`src/scm_pkg.sv`:
```
// Package: register map, field positions, reset values and etu timing
package scm_pkg;

    // ****************************************************************
    // Register indices (byte address is four times the index)
    // ****************************************************************
    localparam logic [31:0] SERIAL_MODE_CFG_IDX = 32'hffff_fe80;
    localparam logic [31:0] BIT_RATE_DIVISOR_IDX = 32'hffff_fe82;
    localparam logic [31:0] SERIAL_CONTROL_IDX = 32'hffff_fe84;
    localparam logic [31:0] TRANSMIT_BUFFER_IDX = 32'hffff_fe86;
    localparam logic [31:0] SERIAL_FLAGS_IDX = 32'hffff_fe88;
    localparam logic [31:0] RECEIVE_BUFFER_IDX = 32'hffff_fe8a;
    localparam logic [31:0] CARD_MODE_CFG_IDX = 32'hffff_fe8c;

    // ****************************************************************
    // Reset values
    // ****************************************************************
    localparam logic [7:0] SERIAL_MODE_CFG_RST = 8'h00;
    localparam logic [7:0] BIT_RATE_DIVISOR_RST = 8'hff;
    localparam logic [7:0] SERIAL_CONTROL_RST = 8'h00;
    localparam logic [7:0] TRANSMIT_BUFFER_RST = 8'hff;
    localparam logic [7:0] SERIAL_FLAGS_RST = 8'h84;
    localparam logic [7:0] RECEIVE_BUFFER_RST = 8'h00;
    localparam logic [2:0] CARD_MODE_CFG_RST = 3'h0;

    // ****************************************************************
    // Field positions
    // ****************************************************************
    localparam int MODE_GUARD_SEL = 7;
    localparam int MODE_PARITY_EN = 5;
    localparam int MODE_ODD = 4;
    localparam int MODE_CKS_LSB = 0;
    localparam int CTRL_TIE = 7;
    localparam int CTRL_RIE = 6;
    localparam int CTRL_TE = 5;
    localparam int CTRL_RE = 4;
    localparam int FLG_TX_BUFFER_EMPTY_FLAG = 7;
    localparam int FLG_RX_FULL_FLAG = 6;
    localparam int FLG_OVERRUN_FLAG = 5;
    localparam int FLG_ERS = 4;
    localparam int FLG_PER = 3;
    localparam int FLG_TX_DONE_FLAG = 2;
    localparam int CMR_BIT_ORDER = 3;
    localparam int CMR_DATA_INV = 2;
    localparam int CMR_CARD_MODE = 0;

    // ****************************************************************
    // Frame timing, counted in half-etu ticks from the start edge
    // ****************************************************************
    localparam logic [4:0] HE_START_CHK = 5'd1;
    localparam logic [4:0] HE_RX_D0 = 5'd3;
    localparam logic [4:0] HE_RX_D7 = 5'd17;
    localparam logic [4:0] HE_RX_PAR = 5'd19;
    localparam logic [4:0] HE_RX_STOP_P = 5'd21;
    localparam logic [4:0] HE_ERRSIG_ON = 5'd21;
    localparam logic [4:0] HE_ERRSIG_OFF = 5'd23;
    localparam logic [4:0] HE_ERR_SMP = 5'd22;
    localparam logic [4:0] HE_TX_DONE_FLAG_GSM0 = 5'd25;
    localparam logic [4:0] HE_TX_DONE_FLAG_GSM1 = 5'd22;
    localparam logic [4:0] HE_GUARD_GSM0 = 5'd25;
    localparam logic [4:0] HE_GUARD_GSM1 = 5'd24;
    localparam logic [4:0] HE_RETX = 5'd26;
    localparam logic [4:0] HE_END_P = 5'd22;
    localparam logic [4:0] HE_END_NP = 5'd20;
    localparam int unsigned HALF_ETU_BASE_DEF = 372;

    typedef enum {TX_IDLE, TX_BUSY} scm_tx_e;
    typedef enum {RX_IDLE, RX_BUSY} scm_rx_e;

endpackage : scm_pkg

```
`src/scm_baud_if.sv`:
```
// Interface: bit rate settings and half-etu tick between core and generator
`timescale 1ns/1ps
`default_nettype none
interface scm_baud_if;
    logic [1:0] cks;
    logic [7:0] divisor;
    logic restart;
    logic half_tick;
    modport core (output cks, output divisor, output restart,
        input half_tick);
    modport gen (input cks, input divisor, input restart,
        output half_tick);
endinterface : scm_baud_if
`default_nettype wire

```
`src/scm_baud.sv`:
```
// Baud rate generator producing one pulse per half etu
`timescale 1ns/1ps
`default_nettype none
module scm_baud #(
    parameter int unsigned HALF_BASE = scm_pkg::HALF_ETU_BASE_DEF
) (
    input wire logic clk, // System clock
    input wire logic rst, // Synchronous reset, high
    scm_baud_if.gen bif // Settings in, tick out
);
    logic [15:0] pre_r;
    logic [7:0] div_r;
    logic tick_r;
    logic [15:0] pre_lim;

    // Shifted base must still fit the 16-bit prescaler
    if (HALF_BASE < 1 || HALF_BASE > 1023) begin : g_bad_base
        $error("HALF_BASE out of range");
    end

    // Prescale of base times 4^n, then divisor plus one
    assign pre_lim = 16'((32'(HALF_BASE) << {bif.cks, 1'b0}) - 32'd1);
    assign bif.half_tick = tick_r;

    always_ff @(posedge clk) begin
        if (rst || bif.restart) begin
            pre_r <= '0;
            div_r <= '0;
            tick_r <= 1'b0;
        end else begin
            tick_r <= 1'b0;
            if (pre_r == pre_lim) begin
                pre_r <= '0;
                if (div_r == bif.divisor) begin
                    div_r <= '0;
                    tick_r <= 1'b1;
                end else begin
                    div_r <= div_r + 8'h01;
                end
            end else begin
                pre_r <= pre_r + 16'h0001;
            end
        end
    end
endmodule : scm_baud
`default_nettype wire

```
`src/scm_top.sv`:
```
// Serial unit with smart card mode: APB registers, transmitter, receiver
// Operation
// - Ordinary or card mode chosen by registers
// - Card mode select bit enables card function
// - Card mode generates and checks parity
// - Bit order bit selects LSB or MSB first
// - Invert bit inverts data on send, store
// - Inversion never alters the parity bit
// - Card config bits cleared by reset, standby
// - Unused card config bits unwritable, read as zero
// - Low error sample while sending sets flag
// - Error flag cleared by reset, standby, write
// - Clearing transmit enable keeps error flag
// - Status bit 4 is error flag in card mode, framing error in ordinary mode
// - Returned error signal causes automatic resend
// - Receive parity error drives error signal back
// - Done flag clears on empty-clear or buffer write
// - Done flag set at reset, or idle
// - Guard select 0: done after 2.5 etu
// - Guard select 1: done after 1.0 etu
// - Three separate independent interrupt requests
// - Bit rate from on-chip rate generator
// - Reset returns all registers to initial values
// - Frame: start, eight data, parity, release
// - At least 2 etu guard before next frame
// - Parity error: low 1 etu at 10.5 etu
// - Resend at least 2 etu after error sample
`timescale 1ns/1ps
`default_nettype none
module scm_top #(
    parameter int unsigned HALF_ETU_BASE = scm_pkg::HALF_ETU_BASE_DEF
) (
    input wire logic MCLK, // Clock, 40 MHz
    input wire logic SRST, // Synchronous reset, high
    input wire logic STANDBY, // Standby entry, clears state
    input wire logic PSEL, // APB select
    input wire logic PENABLE, // APB enable
    input wire logic PWRITE, // APB direction
    input wire logic [11:0] PADDR, // APB byte address
    input wire logic [31:0] PWDATA, // APB write data
    output logic [31:0] PRDATA, // APB read data
    output logic PREADY, // APB ready
    output logic PSLVERR, // APB error, unmapped address
    input wire logic DATA_I, // Data line level
    output logic DATA_O, // Data line drive value
    output logic DATA_OE_N, // Data line enable, low drives
    output logic TXI_REQ, // Transmit-data-empty request
    output logic RXI_REQ, // Receive-data-full request
    output logic ERI_REQ // Communication-error request
);
    // ****************************************************************
    // Registers and bus decode
    // ****************************************************************
    logic rst;
    logic [7:0] mode_r, brr_r, ctrl_r, tdr_r, rdr_r;
    logic [2:0] cmr_r;
    logic tx_buffer_empty_flag_r, rx_full_flag_r, overrun_flag_r, fe_r, per_r, tx_done_flag_r;
    logic [7:0] flags, seen_r, rdata;
    logic access, wr_en, rd_en, hit;
    logic sel_mode, sel_brr, sel_ctrl, sel_tdr, sel_flg, sel_rdr, sel_cmr;
    logic card, inv, msb, odd, gsm, te, re, pe_on;
    logic wflag;

    assign rst = SRST || STANDBY;
    assign access = PSEL && PENABLE && PREADY;
    assign wr_en = access && PWRITE;
    assign rd_en = access && !PWRITE;
    assign sel_mode = PADDR[11:2] == scm_pkg::SERIAL_MODE_CFG_IDX[9:0];
    assign sel_brr = PADDR[11:2] == scm_pkg::BIT_RATE_DIVISOR_IDX[9:0];
    assign sel_ctrl = PADDR[11:2] == scm_pkg::SERIAL_CONTROL_IDX[9:0];
    assign sel_tdr = PADDR[11:2] == scm_pkg::TRANSMIT_BUFFER_IDX[9:0];
    assign sel_flg = PADDR[11:2] == scm_pkg::SERIAL_FLAGS_IDX[9:0];
    assign sel_rdr = PADDR[11:2] == scm_pkg::RECEIVE_BUFFER_IDX[9:0];
    assign sel_cmr = PADDR[11:2] == scm_pkg::CARD_MODE_CFG_IDX[9:0];
    assign hit = sel_mode || sel_brr || sel_ctrl || sel_tdr || sel_flg ||
        sel_rdr || sel_cmr;
    assign wflag = wr_en && sel_flg;

    assign card = cmr_r[scm_pkg::CMR_CARD_MODE];
    // Packed as {order, invert, mode}
    assign inv = cmr_r[1];
    assign msb = cmr_r[2];
    assign odd = mode_r[scm_pkg::MODE_ODD];
    assign gsm = mode_r[scm_pkg::MODE_GUARD_SEL];
    assign te = ctrl_r[scm_pkg::CTRL_TE];
    assign re = ctrl_r[scm_pkg::CTRL_RE];
    assign pe_on = card || mode_r[scm_pkg::MODE_PARITY_EN];
    assign flags = {tx_buffer_empty_flag_r, rx_full_flag_r, overrun_flag_r, fe_r, per_r, tx_done_flag_r, 2'b00};

    always_comb begin
        rdata = 8'h00;
        if (sel_mode) rdata = mode_r;
        if (sel_brr) rdata = brr_r;
        if (sel_ctrl) rdata = ctrl_r;
        if (sel_tdr) rdata = tdr_r;
        if (sel_flg) rdata = flags;
        if (sel_rdr) rdata = rdr_r;
        if (sel_cmr) rdata = {4'h0, cmr_r[2:1], 1'b0, cmr_r[0]};
    end

    // Zero wait states: answer flops load during the setup cycle
    always_ff @(posedge MCLK) begin
        if (rst) begin
            PREADY <= 1'b0;
            PSLVERR <= 1'b0;
            PRDATA <= '0;
        end else begin
            PREADY <= PSEL && !PENABLE;
            PSLVERR <= PSEL && !PENABLE && !hit;
            PRDATA <= {24'h00_0000, rdata};
        end
    end

    always_ff @(posedge MCLK) begin
        if (rst) begin
            mode_r <= scm_pkg::SERIAL_MODE_CFG_RST;
            brr_r <= scm_pkg::BIT_RATE_DIVISOR_RST;
            ctrl_r <= scm_pkg::SERIAL_CONTROL_RST;
            tdr_r <= scm_pkg::TRANSMIT_BUFFER_RST;
            cmr_r <= scm_pkg::CARD_MODE_CFG_RST;
        end else if (wr_en) begin
            if (sel_mode) mode_r <= PWDATA[7:0];
            if (sel_brr) brr_r <= PWDATA[7:0];
            if (sel_ctrl) ctrl_r <= PWDATA[7:0];
            if (sel_tdr) tdr_r <= PWDATA[7:0];
            if (sel_cmr) begin
                cmr_r <= {PWDATA[3], PWDATA[2], PWDATA[0]};
            end
        end
    end

    // Clear by zero only for bits seen as one by an earlier read
    always_ff @(posedge MCLK) begin
        if (rst) begin
            seen_r <= '0;
        end else if (rd_en && sel_flg) begin
            // What software saw, not a flag that rose since setup
            seen_r <= PRDATA[7:0];
        end else if (wflag) begin
            seen_r <= '0;
        end
    end

    // ****************************************************************
    // Rate generator
    // ****************************************************************
    scm_baud_if bif ();
    logic tx_go, rx_go, retx;

    assign bif.cks = mode_r[scm_pkg::MODE_CKS_LSB +: 2];
    assign bif.divisor = brr_r;
    assign bif.restart = tx_go || rx_go || retx;

    scm_baud #(.HALF_BASE(HALF_ETU_BASE)) u_baud (
        .clk(MCLK),
        .rst(rst),
        .bif(bif)
    );

    function automatic logic [7:0] reorder(input logic [7:0] d,
        input logic rev);
        logic [7:0] r;
        r = d;
        if (rev) begin
            for (int i = 0; i < 8; i++) r[i] = d[7 - i];
        end
        return r;
    endfunction : reorder

    // ****************************************************************
    // Transmitter
    // ****************************************************************
    scm_pkg::scm_tx_e tx_st_r;
    scm_pkg::scm_rx_e rx_st_r;
    logic [4:0] txh_r, tx_nxt, tx_end;
    logic [8:0] frm_r;
    logic [3:0] idx;
    logic tx_err_r, tx_lvl, err_smp, tx_done_flag_evt, tx_tick;

    assign tx_go = tx_st_r == scm_pkg::TX_IDLE && te && !tx_buffer_empty_flag_r &&
        rx_st_r == scm_pkg::RX_IDLE;
    assign tx_tick = tx_st_r == scm_pkg::TX_BUSY && bif.half_tick;
    assign tx_nxt = txh_r + 5'd1;
    assign err_smp = tx_tick && card && tx_nxt == scm_pkg::HE_ERR_SMP &&
        !DATA_I;
    always_comb begin
        tx_end = pe_on ? scm_pkg::HE_END_P : scm_pkg::HE_END_NP;
        if (card) begin
            if (tx_err_r) tx_end = scm_pkg::HE_RETX;
            else if (gsm) tx_end = scm_pkg::HE_GUARD_GSM1;
            else tx_end = scm_pkg::HE_GUARD_GSM0;
        end
    end
    assign retx = tx_tick && card && tx_err_r && tx_nxt == tx_end;
    always_comb begin
        tx_done_flag_evt = 1'b0;
        if (tx_tick && tx_buffer_empty_flag_r && !fe_r && !tx_err_r && !err_smp) begin
            if (!card) tx_done_flag_evt = tx_nxt == tx_end;
            else if (gsm) tx_done_flag_evt = tx_nxt == scm_pkg::HE_TX_DONE_FLAG_GSM1;
            else tx_done_flag_evt = tx_nxt == scm_pkg::HE_TX_DONE_FLAG_GSM0;
        end
    end

    always_ff @(posedge MCLK) begin
        if (rst || !te) begin
            tx_st_r <= scm_pkg::TX_IDLE;
            txh_r <= '0;
            tx_err_r <= 1'b0;
            frm_r <= '1;
        end else if (tx_go) begin
            tx_st_r <= scm_pkg::TX_BUSY;
            txh_r <= '0;
            tx_err_r <= 1'b0;
            // Parity over buffer data, so inversion leaves it alone
            frm_r <= {^tdr_r ^ odd,
                reorder(tdr_r, msb) ^ {8{inv}}};
        end else if (tx_tick) begin
            txh_r <= tx_nxt;
            if (err_smp) tx_err_r <= 1'b1;
            if (retx) begin
                txh_r <= '0;
                tx_err_r <= 1'b0;
            end else if (tx_nxt == tx_end) begin
                tx_st_r <= scm_pkg::TX_IDLE;
            end
        end
    end

    // Line level from half-etu position
    assign idx = txh_r[4:1];
    always_comb begin
        tx_lvl = 1'b1;
        if (tx_st_r == scm_pkg::TX_BUSY) begin
            if (idx == 4'd0) tx_lvl = 1'b0;
            else if (idx <= 4'd8) tx_lvl = frm_r[3'(idx - 4'd1)];
            else if (idx == 4'd9 && pe_on) tx_lvl = frm_r[8];
        end
    end

    // ****************************************************************
    // Receiver
    // ****************************************************************
    logic [4:0] rxh_r, rx_nxt, rx_stop;
    logic [8:0] raw_r;
    logic [7:0] rx_data;
    logic line_prev_r, err_drv_r, rx_tick, par_bad, rx_done, rx_perr;

    assign rx_go = rx_st_r == scm_pkg::RX_IDLE && re && !tx_go &&
        tx_st_r == scm_pkg::TX_IDLE && line_prev_r && !DATA_I;
    assign rx_tick = rx_st_r == scm_pkg::RX_BUSY && bif.half_tick;
    assign rx_nxt = rxh_r + 5'd1;
    assign rx_stop = pe_on ? scm_pkg::HE_RX_STOP_P : scm_pkg::HE_RX_PAR;
    assign rx_data = reorder(raw_r[7:0] ^ {8{inv}}, msb);
    assign par_bad = pe_on && (^rx_data ^ raw_r[8] ^ odd);
    assign rx_done = rx_tick && rx_nxt == rx_stop;
    assign rx_perr = rx_done && par_bad;

    always_ff @(posedge MCLK) begin
        if (rst) begin
            line_prev_r <= 1'b1;
        end else begin
            line_prev_r <= DATA_I;
        end
    end

    always_ff @(posedge MCLK) begin
        if (rst || !re) begin
            rx_st_r <= scm_pkg::RX_IDLE;
            rxh_r <= '0;
            raw_r <= '0;
            err_drv_r <= 1'b0;
        end else if (rx_go) begin
            rx_st_r <= scm_pkg::RX_BUSY;
            rxh_r <= '0;
        end else if (rx_tick) begin
            rxh_r <= rx_nxt;
            if (rx_nxt == scm_pkg::HE_START_CHK && DATA_I) begin
                rx_st_r <= scm_pkg::RX_IDLE; // Glitch, not a start bit
            end
            if (rx_nxt >= scm_pkg::HE_RX_D0 && rx_nxt <= scm_pkg::HE_RX_D7 &&
                rx_nxt[0]) begin
                raw_r[3'((rx_nxt - scm_pkg::HE_RX_D0) >> 1)] <= DATA_I;
            end
            if (rx_nxt == scm_pkg::HE_RX_PAR && pe_on) raw_r[8] <= DATA_I;
            if (rx_perr && card) begin
                err_drv_r <= 1'b1;
            end else if (rx_done) begin
                rx_st_r <= scm_pkg::RX_IDLE;
            end
            if (rx_nxt == scm_pkg::HE_ERRSIG_OFF) begin
                err_drv_r <= 1'b0;
                rx_st_r <= scm_pkg::RX_IDLE;
            end
        end
    end

    // Card mode drops a faulty character, the sender repeats it
    always_ff @(posedge MCLK) begin
        if (rst) begin
            rdr_r <= scm_pkg::RECEIVE_BUFFER_RST;
        end else if (rx_done && !rx_full_flag_r && !(card && par_bad)) begin
            rdr_r <= rx_data;
        end
    end

    // ****************************************************************
    // Status flags: a hardware set wins over a software clear
    // ****************************************************************
    logic tx_buffer_empty_flag_clr;
    assign tx_buffer_empty_flag_clr = wflag && !PWDATA[scm_pkg::FLG_TX_BUFFER_EMPTY_FLAG] &&
        seen_r[scm_pkg::FLG_TX_BUFFER_EMPTY_FLAG];

    always_ff @(posedge MCLK) begin
        if (rst) begin
            tx_buffer_empty_flag_r <= scm_pkg::SERIAL_FLAGS_RST[scm_pkg::FLG_TX_BUFFER_EMPTY_FLAG];
            rx_full_flag_r <= scm_pkg::SERIAL_FLAGS_RST[scm_pkg::FLG_RX_FULL_FLAG];
            overrun_flag_r <= scm_pkg::SERIAL_FLAGS_RST[scm_pkg::FLG_OVERRUN_FLAG];
            fe_r <= scm_pkg::SERIAL_FLAGS_RST[scm_pkg::FLG_ERS];
            per_r <= scm_pkg::SERIAL_FLAGS_RST[scm_pkg::FLG_PER];
            tx_done_flag_r <= scm_pkg::SERIAL_FLAGS_RST[scm_pkg::FLG_TX_DONE_FLAG];
        end else begin
            if (tx_go) tx_buffer_empty_flag_r <= 1'b1;
            else if (tx_buffer_empty_flag_clr || (wr_en && sel_tdr)) tx_buffer_empty_flag_r <= 1'b0;
            if (rx_done && !rx_full_flag_r && !(card && par_bad)) rx_full_flag_r <= 1'b1;
            else if (wflag && !PWDATA[scm_pkg::FLG_RX_FULL_FLAG] &&
                seen_r[scm_pkg::FLG_RX_FULL_FLAG]) rx_full_flag_r <= 1'b0;
            if (rx_done && rx_full_flag_r) overrun_flag_r <= 1'b1;
            else if (wflag && !PWDATA[scm_pkg::FLG_OVERRUN_FLAG] &&
                seen_r[scm_pkg::FLG_OVERRUN_FLAG]) overrun_flag_r <= 1'b0;
            // Card: error signal seen; ordinary: bad stop bit; not TE
            if (err_smp || (!card && rx_done && !DATA_I)) begin
                fe_r <= 1'b1;
            end else if (wflag && !PWDATA[scm_pkg::FLG_ERS] &&
                seen_r[scm_pkg::FLG_ERS]) begin
                fe_r <= 1'b0;
            end
            if (rx_perr) per_r <= 1'b1;
            else if (wflag && !PWDATA[scm_pkg::FLG_PER] &&
                seen_r[scm_pkg::FLG_PER]) per_r <= 1'b0;
            if (tx_done_flag_evt || (!te && !fe_r)) begin
                tx_done_flag_r <= 1'b1;
            end else if (tx_buffer_empty_flag_clr || (wr_en && sel_tdr)) begin
                tx_done_flag_r <= 1'b0;
            end
        end
    end

    // ****************************************************************
    // Pins and requests
    // ****************************************************************
    always_ff @(posedge MCLK) begin
        if (rst) begin
            DATA_O <= 1'b1;
            DATA_OE_N <= 1'b1;
            TXI_REQ <= 1'b0;
            RXI_REQ <= 1'b0;
            ERI_REQ <= 1'b0;
        end else begin
            // Card line is open drain: only lows are driven
            if (card) begin
                DATA_O <= 1'b0;
                DATA_OE_N <= tx_lvl && !err_drv_r;
            end else begin
                DATA_O <= tx_lvl;
                DATA_OE_N <= !te;
            end
            TXI_REQ <= ctrl_r[scm_pkg::CTRL_TIE] && tx_buffer_empty_flag_r;
            RXI_REQ <= ctrl_r[scm_pkg::CTRL_RIE] && rx_full_flag_r;
            ERI_REQ <= ctrl_r[scm_pkg::CTRL_RIE] &&
                (overrun_flag_r || fe_r || per_r);
        end
    end
endmodule : scm_top
`default_nettype wire

```
`config.mk`:
```
export PLATFORM = sky130hd
export DESIGN_NAME = scm_top
export DESIGN_NICKNAME = d
export VERILOG_FILES = /design/src/scm_pkg.sv /design/src/scm_baud_if.sv /design/src/scm_baud.sv /design/src/scm_top.sv
export SDC_FILE = /design/constraint.sdc
export NUM_CORES = 1
export LEC_CHECK = 0
export ABC_CLOCK_PERIOD_IN_PS = 2300
export CORE_ASPECT_RATIO = 2
export CORE_MARGIN = 8
export CORE_UTILIZATION = 55
export CTS_BUF_LIST = sky130_fd_sc_hd__clkbuf_16
export CTS_CLUSTER_SIZE = 24
export DETAILED_ROUTE_END_ITERATION = 7
export DONT_BUFFER_PORTS = 1
export GPL_TIMING_DRIVEN = 0
export PLACE_DENSITY_LB_ADDON = 0.25
export SLEW_MARGIN = 5
export SYNTH_ARGS = -nofsm -noshare
export SYNTH_HDL_FRONTEND = slang
export SYNTH_SLANG_ARGS = --single-unit
```
`constraint.sdc`:
```
create_clock -name MCLK -period 2.3 [get_ports MCLK]
set_input_delay 0.115 -clock MCLK [delete_from_list [all_inputs] [get_ports MCLK]]
set_output_delay 0.115 -clock MCLK [all_outputs]
set_load 0.005 [all_outputs]
```
; ---- Word-level counts from Yosys, hierarchy flattened
; Cells that the tools add are included.
[totals]
reg_bits = 185
in_bits = 51
out_inout_bits = 39
[op_classes]
n_addsub = 7
order_cmp = 6
eq_ne = 19
n_shift = 1
n_mux = 59
bitwise = 7
n_reduce_logical = 130
[op_table]
columns = op, n
row1 = two-way mux 32 bit, 4
row2 = two-way mux 8 bit, 13
row3 = equality test 10 bit (second input constant), 7
row4 = zero test 32 bit, 2
row5 = logical AND 1 bit, 59
row6 = equality test 32 x 2 -> 1 bit (second input constant), 1
row7 = two-way mux 1 bit, 32
row8 = nonzero test 2 bit, 11
row9 = equality test 5 bit (second input constant), 4
row10 = zero test 1 bit, 20
row11 = logical OR 1 bit, 18
row12 = adder 16 x 1 -> 16 bit (second input constant), 1
row13 = equality test 16 bit, 1
row14 = parity 8 bit, 2
row15 = left shift 9 x 3 -> 16 bit (first input constant), 1
row16 = subtractor 16 x 1 -> 16 bit (second input constant), 1
row17 = XOR 8 bit, 2
row18 = OR reduction 2 bit, 7
row19 = AND reduction 2 bit, 6
row20 = AND reduction 3 bit, 4
row21 = adder 5 x 1 -> 5 bit (second input constant), 2
row22 = equality test 5 bit, 2
row23 = less-than comparator 3 x 5 -> 1 bit (second input constant), 2
row24 = bitwise mux 9 bit, 1
row25 = other kinds (21), 26

; ---- Depth between registers and ports, before layout
[logic_depth]
ltp_word = 13
mapped_depth = 10
mapped_depth_nobuf = 8

; ---- Modules after synthesis
; From an unflattened synthesis, not the netlist that was laid out.
[hier_totals]
cells_unflattened = 887
area_unflattened_um2 = 7833.8
[by_module_without_submodules]
columns = mod, n_inst, cells_each, area_per_inst_um2
row1 = scm_top, 1, 730, 6472.5
row2 = scm_baud, 1, 157, 1361.3

; ---- Worst setup path before layout
; No wires, ideal clock.
[synth_timing]
kind = register -> register
startpoint = register txh_r[1]
endpoint = register u_baud.pre_r[15]
setup_ps = 115
arrival_time_ps = 2222
required_time_ps = 2185
setup_slack_ps = -36
stages_incl_launch_ff = 11
n_path_buf = 2
path_cell_list = dfxtp_1 > inv_1 > ha_1 > xor2_1 > o32ai_1 > a31oi_1 > o31ai_4 > nand2b_1 > buf_4 > buf_6 > nor2_1
[synth_via]
elab_chain_cells = 6
[synth_rtl]
columns = element, line_no
row1 = "start, declared", scm_top.sv:175  ; logic [4:0] txh_r, tx_nxt, tx_end;
row2 = "start signal, assigned", scm_top.sv:218  ; txh_r <= tx_nxt;
row3 = adder 5 x 1 -> 5 bit, scm_top.sv:183  ; assign tx_nxt = txh_r + 5'd1;
row4 = equality test 5 bit, scm_top.sv:194  ; assign retx = tx_tick && card && tx_err_r && tx_nxt == tx_end;
row5 = logical AND 1 bit, scm_top.sv:194
row6 = logical OR 1 bit, scm_top.sv:152  ; assign bif.restart = tx_go || rx_go || retx;
row7 = logical OR 1 bit, scm_baud.sv:26  ; if (rst || bif.restart) begin
row8 = OR reduction 2 bit (no line), -
row9 = "end signal, assigned", scm_baud.sv:41  ; pre_r <= pre_r + 16'h0001;
row10 = "end, declared", scm_baud.sv:11  ; logic [15:0] pre_r;
; Every way passes these cells.
; A chain may end at the register's enable or synchronous reset.

; ---- Worst setup path after layout
[layout_timing]
startpoint = register rxh_r[1]
endpoint = register raw_r[7]
[layout_via]
elab_chain_cells = 7
word_cells_on_any_way = 13
cone_classes = 2 x add/sub / 4 x order compare / 3 x mux / 4 x reduce/logical
[layout_rtl]
columns = element, line_no
row1 = "start, declared", scm_top.sv:243  ; logic [4:0] rxh_r, rx_nxt, rx_stop;
row2 = "start signal, assigned", scm_top.sv:276  ; rxh_r <= rx_nxt;
row3 = adder 5 x 1 -> 5 bit *, scm_top.sv:251  ; assign rx_nxt = rxh_r + 5'd1;
row4 = subtractor 4 x 2 -> 4 bit, scm_top.sv:282  ; raw_r[3'((rx_nxt - scm_pkg::HE_RX_D0) >> 1)] <= DATA_I;
row5 = less-than comparator 3 x 5 -> 1 bit (not written as such) / >= comparator 3 x 1 -> 1 bit (equally long branches), scm_top.sv:282
row6 = logical AND 1 bit (not written as such), scm_top.sv:282
row7 = two-way mux 1 bit (not written as such), scm_top.sv:282
row8 = demux 1 bit (select 3 bit), scm_top.sv:282
row9 = bitwise mux 9 bit, scm_top.sv:282
row10 = "end signal, assigned", scm_top.sv:270  ; raw_r <= '0;
row11 = "end signal, assigned by index", scm_top.sv:282
row12 = "end, declared", scm_top.sv:244  ; logic [8:0] raw_r;
; Every way passes the cells marked *; elsewhere a longest branch is shown, timed or not.

==> flow_summary.json <==
{
  "cp_slowest_cell": "or4_4",
  "synth-compound-area-share_pct": 9.55,
  "grt_use_total_pct": 21.9,
  "ys_ff_latch": 158,
  "violations": "negative setup slack",
  "num_rows": 62,
  "drc": 0,
  "grt_pass1_wl_mm": 32.4,
  "p_per_area_mw_per_mm2": 608,
  "hold_path.class": "in -> reg",
  "synthArstFlopShare_pct": 0,
  "cpLargestDelayFamily": "simple AND/OR/NAND/NOR gates",
  "worst_ep_required_time_ns": 2.65,
  "synthAdderAreaFrac_pct": 1.75,
  "synth_warnings": 0,
  "n_fill_cell": 1144,
  "cts.sinks": 158,
  "io_pins": 90,
  "rsz0062_at_grt": "true",
  "ctsHtreeMaxLevel": 4,
  "synth_flop_cell": "dfxtp_1",
  "place_congestion": 0.962,
  "ant_nets": 0,
  "worst_ep_arrival_time_ns": 2.70,
  "fin_nets": 1030,
  "crit_path_end_kind": "flip-flop",
  "slew_headroom_pct": 41.0,
  "seq_area_frac_synth_pct": 40.2,
  "crit_fanout": 4,
  "syn_inst": 887,
  "synth-edff-count": 0,
  "drv_cap": 0,
  "drive_gt1_share_pct": 15.4,
  "finalHoldViolations": 0,
  "power_leakage_nw": 3.37,
  "syn_area_per_cell_um2": 8.86,
  "synthXorXnorAreaFrac_pct": 8.09,
  "diodes": 0,
  "status": "complete, but fails checks",
  "synthMuxAreaShare_pct": 10.8,
  "die_h_um": 185,
  "path_cells": "buf_6 > inv_2 > ha_4 > or3b_1 > a21oi_2 > a311oi_4 > or4_4 > nor3_4 > mux2i_1",
  "clk_path_buf_depth": 2,
  "wl_mm": 20.5,
  "clock-root-buffer": "clkbuf_16",
  "setup_viol": 1,
  "die_x_um": 101,
  "critPathMaxStageDelay_ns": 0.55,
  "drt-initial-drc-count": 485,
  "grt_pass1_vias": 6465,
  "via_per_inst": 5.73,
  "drv_slew": 0,
  "initial_core_util_pct": 55.4,
  "synth_cell_types": 70,
  "die_area_mm2": 0.0186,
  "drtPass1Iterations": 5,
  "critical_path_class": "reg -> reg",
  "insertion_delay_ns": 0.42,
  "grt-ovfl-total": 0,
  "crit_buf_inv": 2,
  "cts_tree": "built",
  "wire_per_inst_um": 17.5,
  "start_kind": "flip-flop",
  "final_core_util_pct": 66.3,
  "post-dp-hpwl_mm": 14.0,
  "path_clk_slew_ns": 0.06,
  "irDropWorstVdd_v": 0.000598,
  "finalCriticalPeriod_ns": 2.35,
  "grt_antenna_before_repair": 0,
  "fin_skew_ns": 0.00749,
  "num_vias": 6722,
  "port-buffer-count": 0,
  "synthSimpleGateAreaFrac_pct": 24.0,
  "synth_area_mm2": 0.00786,
  "core_mm2": 0.0142,
  "worst_slack_ns": -0.0522,
  "synth_top_family_by_area": "simple AND/OR/NAND/NOR gates",
  "clock.fmax_mhz": 425,
  "fin_crit_sh_pct": 102,
  "grt_max_degree": 17,
  "placed_area_mm2": 0.00819,
  "worst_slew_pin_slew_ns": 0.878,
  "cts_buffers": 17,
  "hold-worst-slack_ns": 0.00502,
  "fin_area_mm2": 0.00942,
  "dp_slack_ns": -0.452,
  "area_delta_synth_final_pct": 19.8
}
state kept, by name (all words and copies together) (netlist names), 3 cells and up:
| register | flops |
|---|---|
| u_baud.div_r | 8 |
| rxh_r | 5 |
| u_baud.pre_r | 16 |
| txh_r | 5 |
| seen_r | 5 |
| bif.divisor | 8 |
| mode_r | 8 |
| rdr_r | 8 |
| raw_r | 9 |
| rx_st_r | 32 |
| ctrl_r | 8 |
| frm_r | 9 |
| PRDATA | 8 |
| cmr_r | 3 |
| tdr_r | 8 |
kinds of logic (layout without fill, tap and decap cells):
| group | Yosys count | in the layout |
|---|---|---|
| buffers and inverters | 84 | 155 |
| flip-flops | 158 | 158 |
| multiplexers | 80 | 80 |
| XOR/XNOR | 71 | 71 |
| adder cells (fa/ha/maj) | 11 | 11 |
| AO/OA/AOI/OAI | 113 | 113 |
| AND/OR/NAND/NOR | 369 | 369 |
| other | 1 | 24 |
worst reg2reg max path: stages, from the launching register on:
cell and delay, ns:
dfxtp_4 0.36, buf_6 0.13, inv_2 0.07, ha_4 0.14, or3b_1 0.36, a21oi_2 0.18
a311oi_4 0.07, or4_4 0.55, nor3_4 0.23, mux2i_1 0.20
worst paths after layout:
check	start	end	slack (ns)	cells after the start
worst min register to register	seen_r[6]	seen_r[6]	0.46	2
worst max register to register	rxh_r[1]	raw_r[7]	-0.05	9
worst max-delay path	rxh_r[1]	raw_r[7]	-0.05	9
worst min-delay path	PWDATA[5]	overrun_flag_r	0.005	3
metrics by stage:
| step | power (W) | std cells | TNS, ns |
|---|---|---|---|
| 3_3_place_gp | 0.00295 | 1102 | -9.50 |
| 2_1_floorplan | 0.00292 | 910 | 0 |
| 4_1_cts | 0.00574 | 1157 | -0.536 |
| 6_report | 0.00573 | 1173 | -0.0522 |
| 5_1_grt | 0.00589 | 1173 | -0.450 |
| 3_5_place_dp | 0.00295 | 1102 | -10.77 |
metal layers:
layer  vias up  track usage [%]  wire length, um
met5         -                0                0
met4         0             9.39              698
met3        60             3.54             1050
met2       234             38.1            10500
met1      3181             25.8             8280
li1       3247                -                -
final cells by class:
type	count	area (um^2)	share of cell area [%]
buffer	69	410	4.36
clock buffer	17	425	4.52
clock inverter	15	163	1.73
inverter	13	51.3	0.545
multi-input combinational	668	4600	48.8
sequential	158	3180	33.8
tap	192	240	2.55
timing repair buffer	41	347	3.68
cells in the final DEF, fill, tap and decap left out, types with 12 or more instances in the layout:
master / count
o21ai_0: 25
nor2_1: 82
a21oi_1: 36
dlygate4sd3_1: 14
nand2_1: 97
nor3_1: 24
nand3_1: 30
mux2i_1: 75
and3_1: 42
clkbuf_1: 26
conb_1: 24
dfxtp_1: 148
buf_4: 50
clkbuf_16: 17
inv_1: 12
xnor2_1: 58
repair_timing:
| action | in CTS | in global routing |
|---|---|---|
| pin swaps | 16 | 8 |
| gates cloned | 1 | 0 |
| hold endpoints to repair | 48 | 0 |
| hold buffers | 14 | 0 |
| buffers inserted | 9 | 17 |
| setup endpoints to repair | 62 | 76 |
| resized for setup | 35 | 44 |
report_power, final:
group          internal, W  total, W  switching, W
Combinational    0.0000789  0.000188      0.000109
Sequential         0.00274   0.00274    0.00000259
Clock              0.00162   0.00280       0.00119
Total              0.00443   0.00573       0.00130
Yosys cell counts, drive strengths merged, types with 3 or more instances:
cell       n  share of area [%]
dfxtp    158                 40
nand2     97                4.6
nor2      83                4.0
mux2i     75                9.5
xnor2     60                6.7
and3      42                3.3
buf       38                3.3
a21oi     37                2.4
clkbuf    33                1.6
nand3     30                1.9
nor3      29                1.8
o21ai     27                1.7
nor4      17                1.9
inv       13               0.62
ha        11                1.8
nand3b    11                1.1
nand4     10               0.80
xor2      10                1.1
nand2b     8               0.64
nor2b      8               0.64
or3        6               0.48
a22oi      5               0.48
a31oi      5               0.40
or2        5               0.40
or4        5               0.48
and4       4               0.45
mux4       4                1.1
nor3b      4               0.38
a221oi     3               0.33
and2       3               0.24
o2111ai    3               0.33
o211ai     3               0.29
o31a       3               0.33
or3b       3               0.33
No activity file was read; power rests on OpenSTA's default activity.
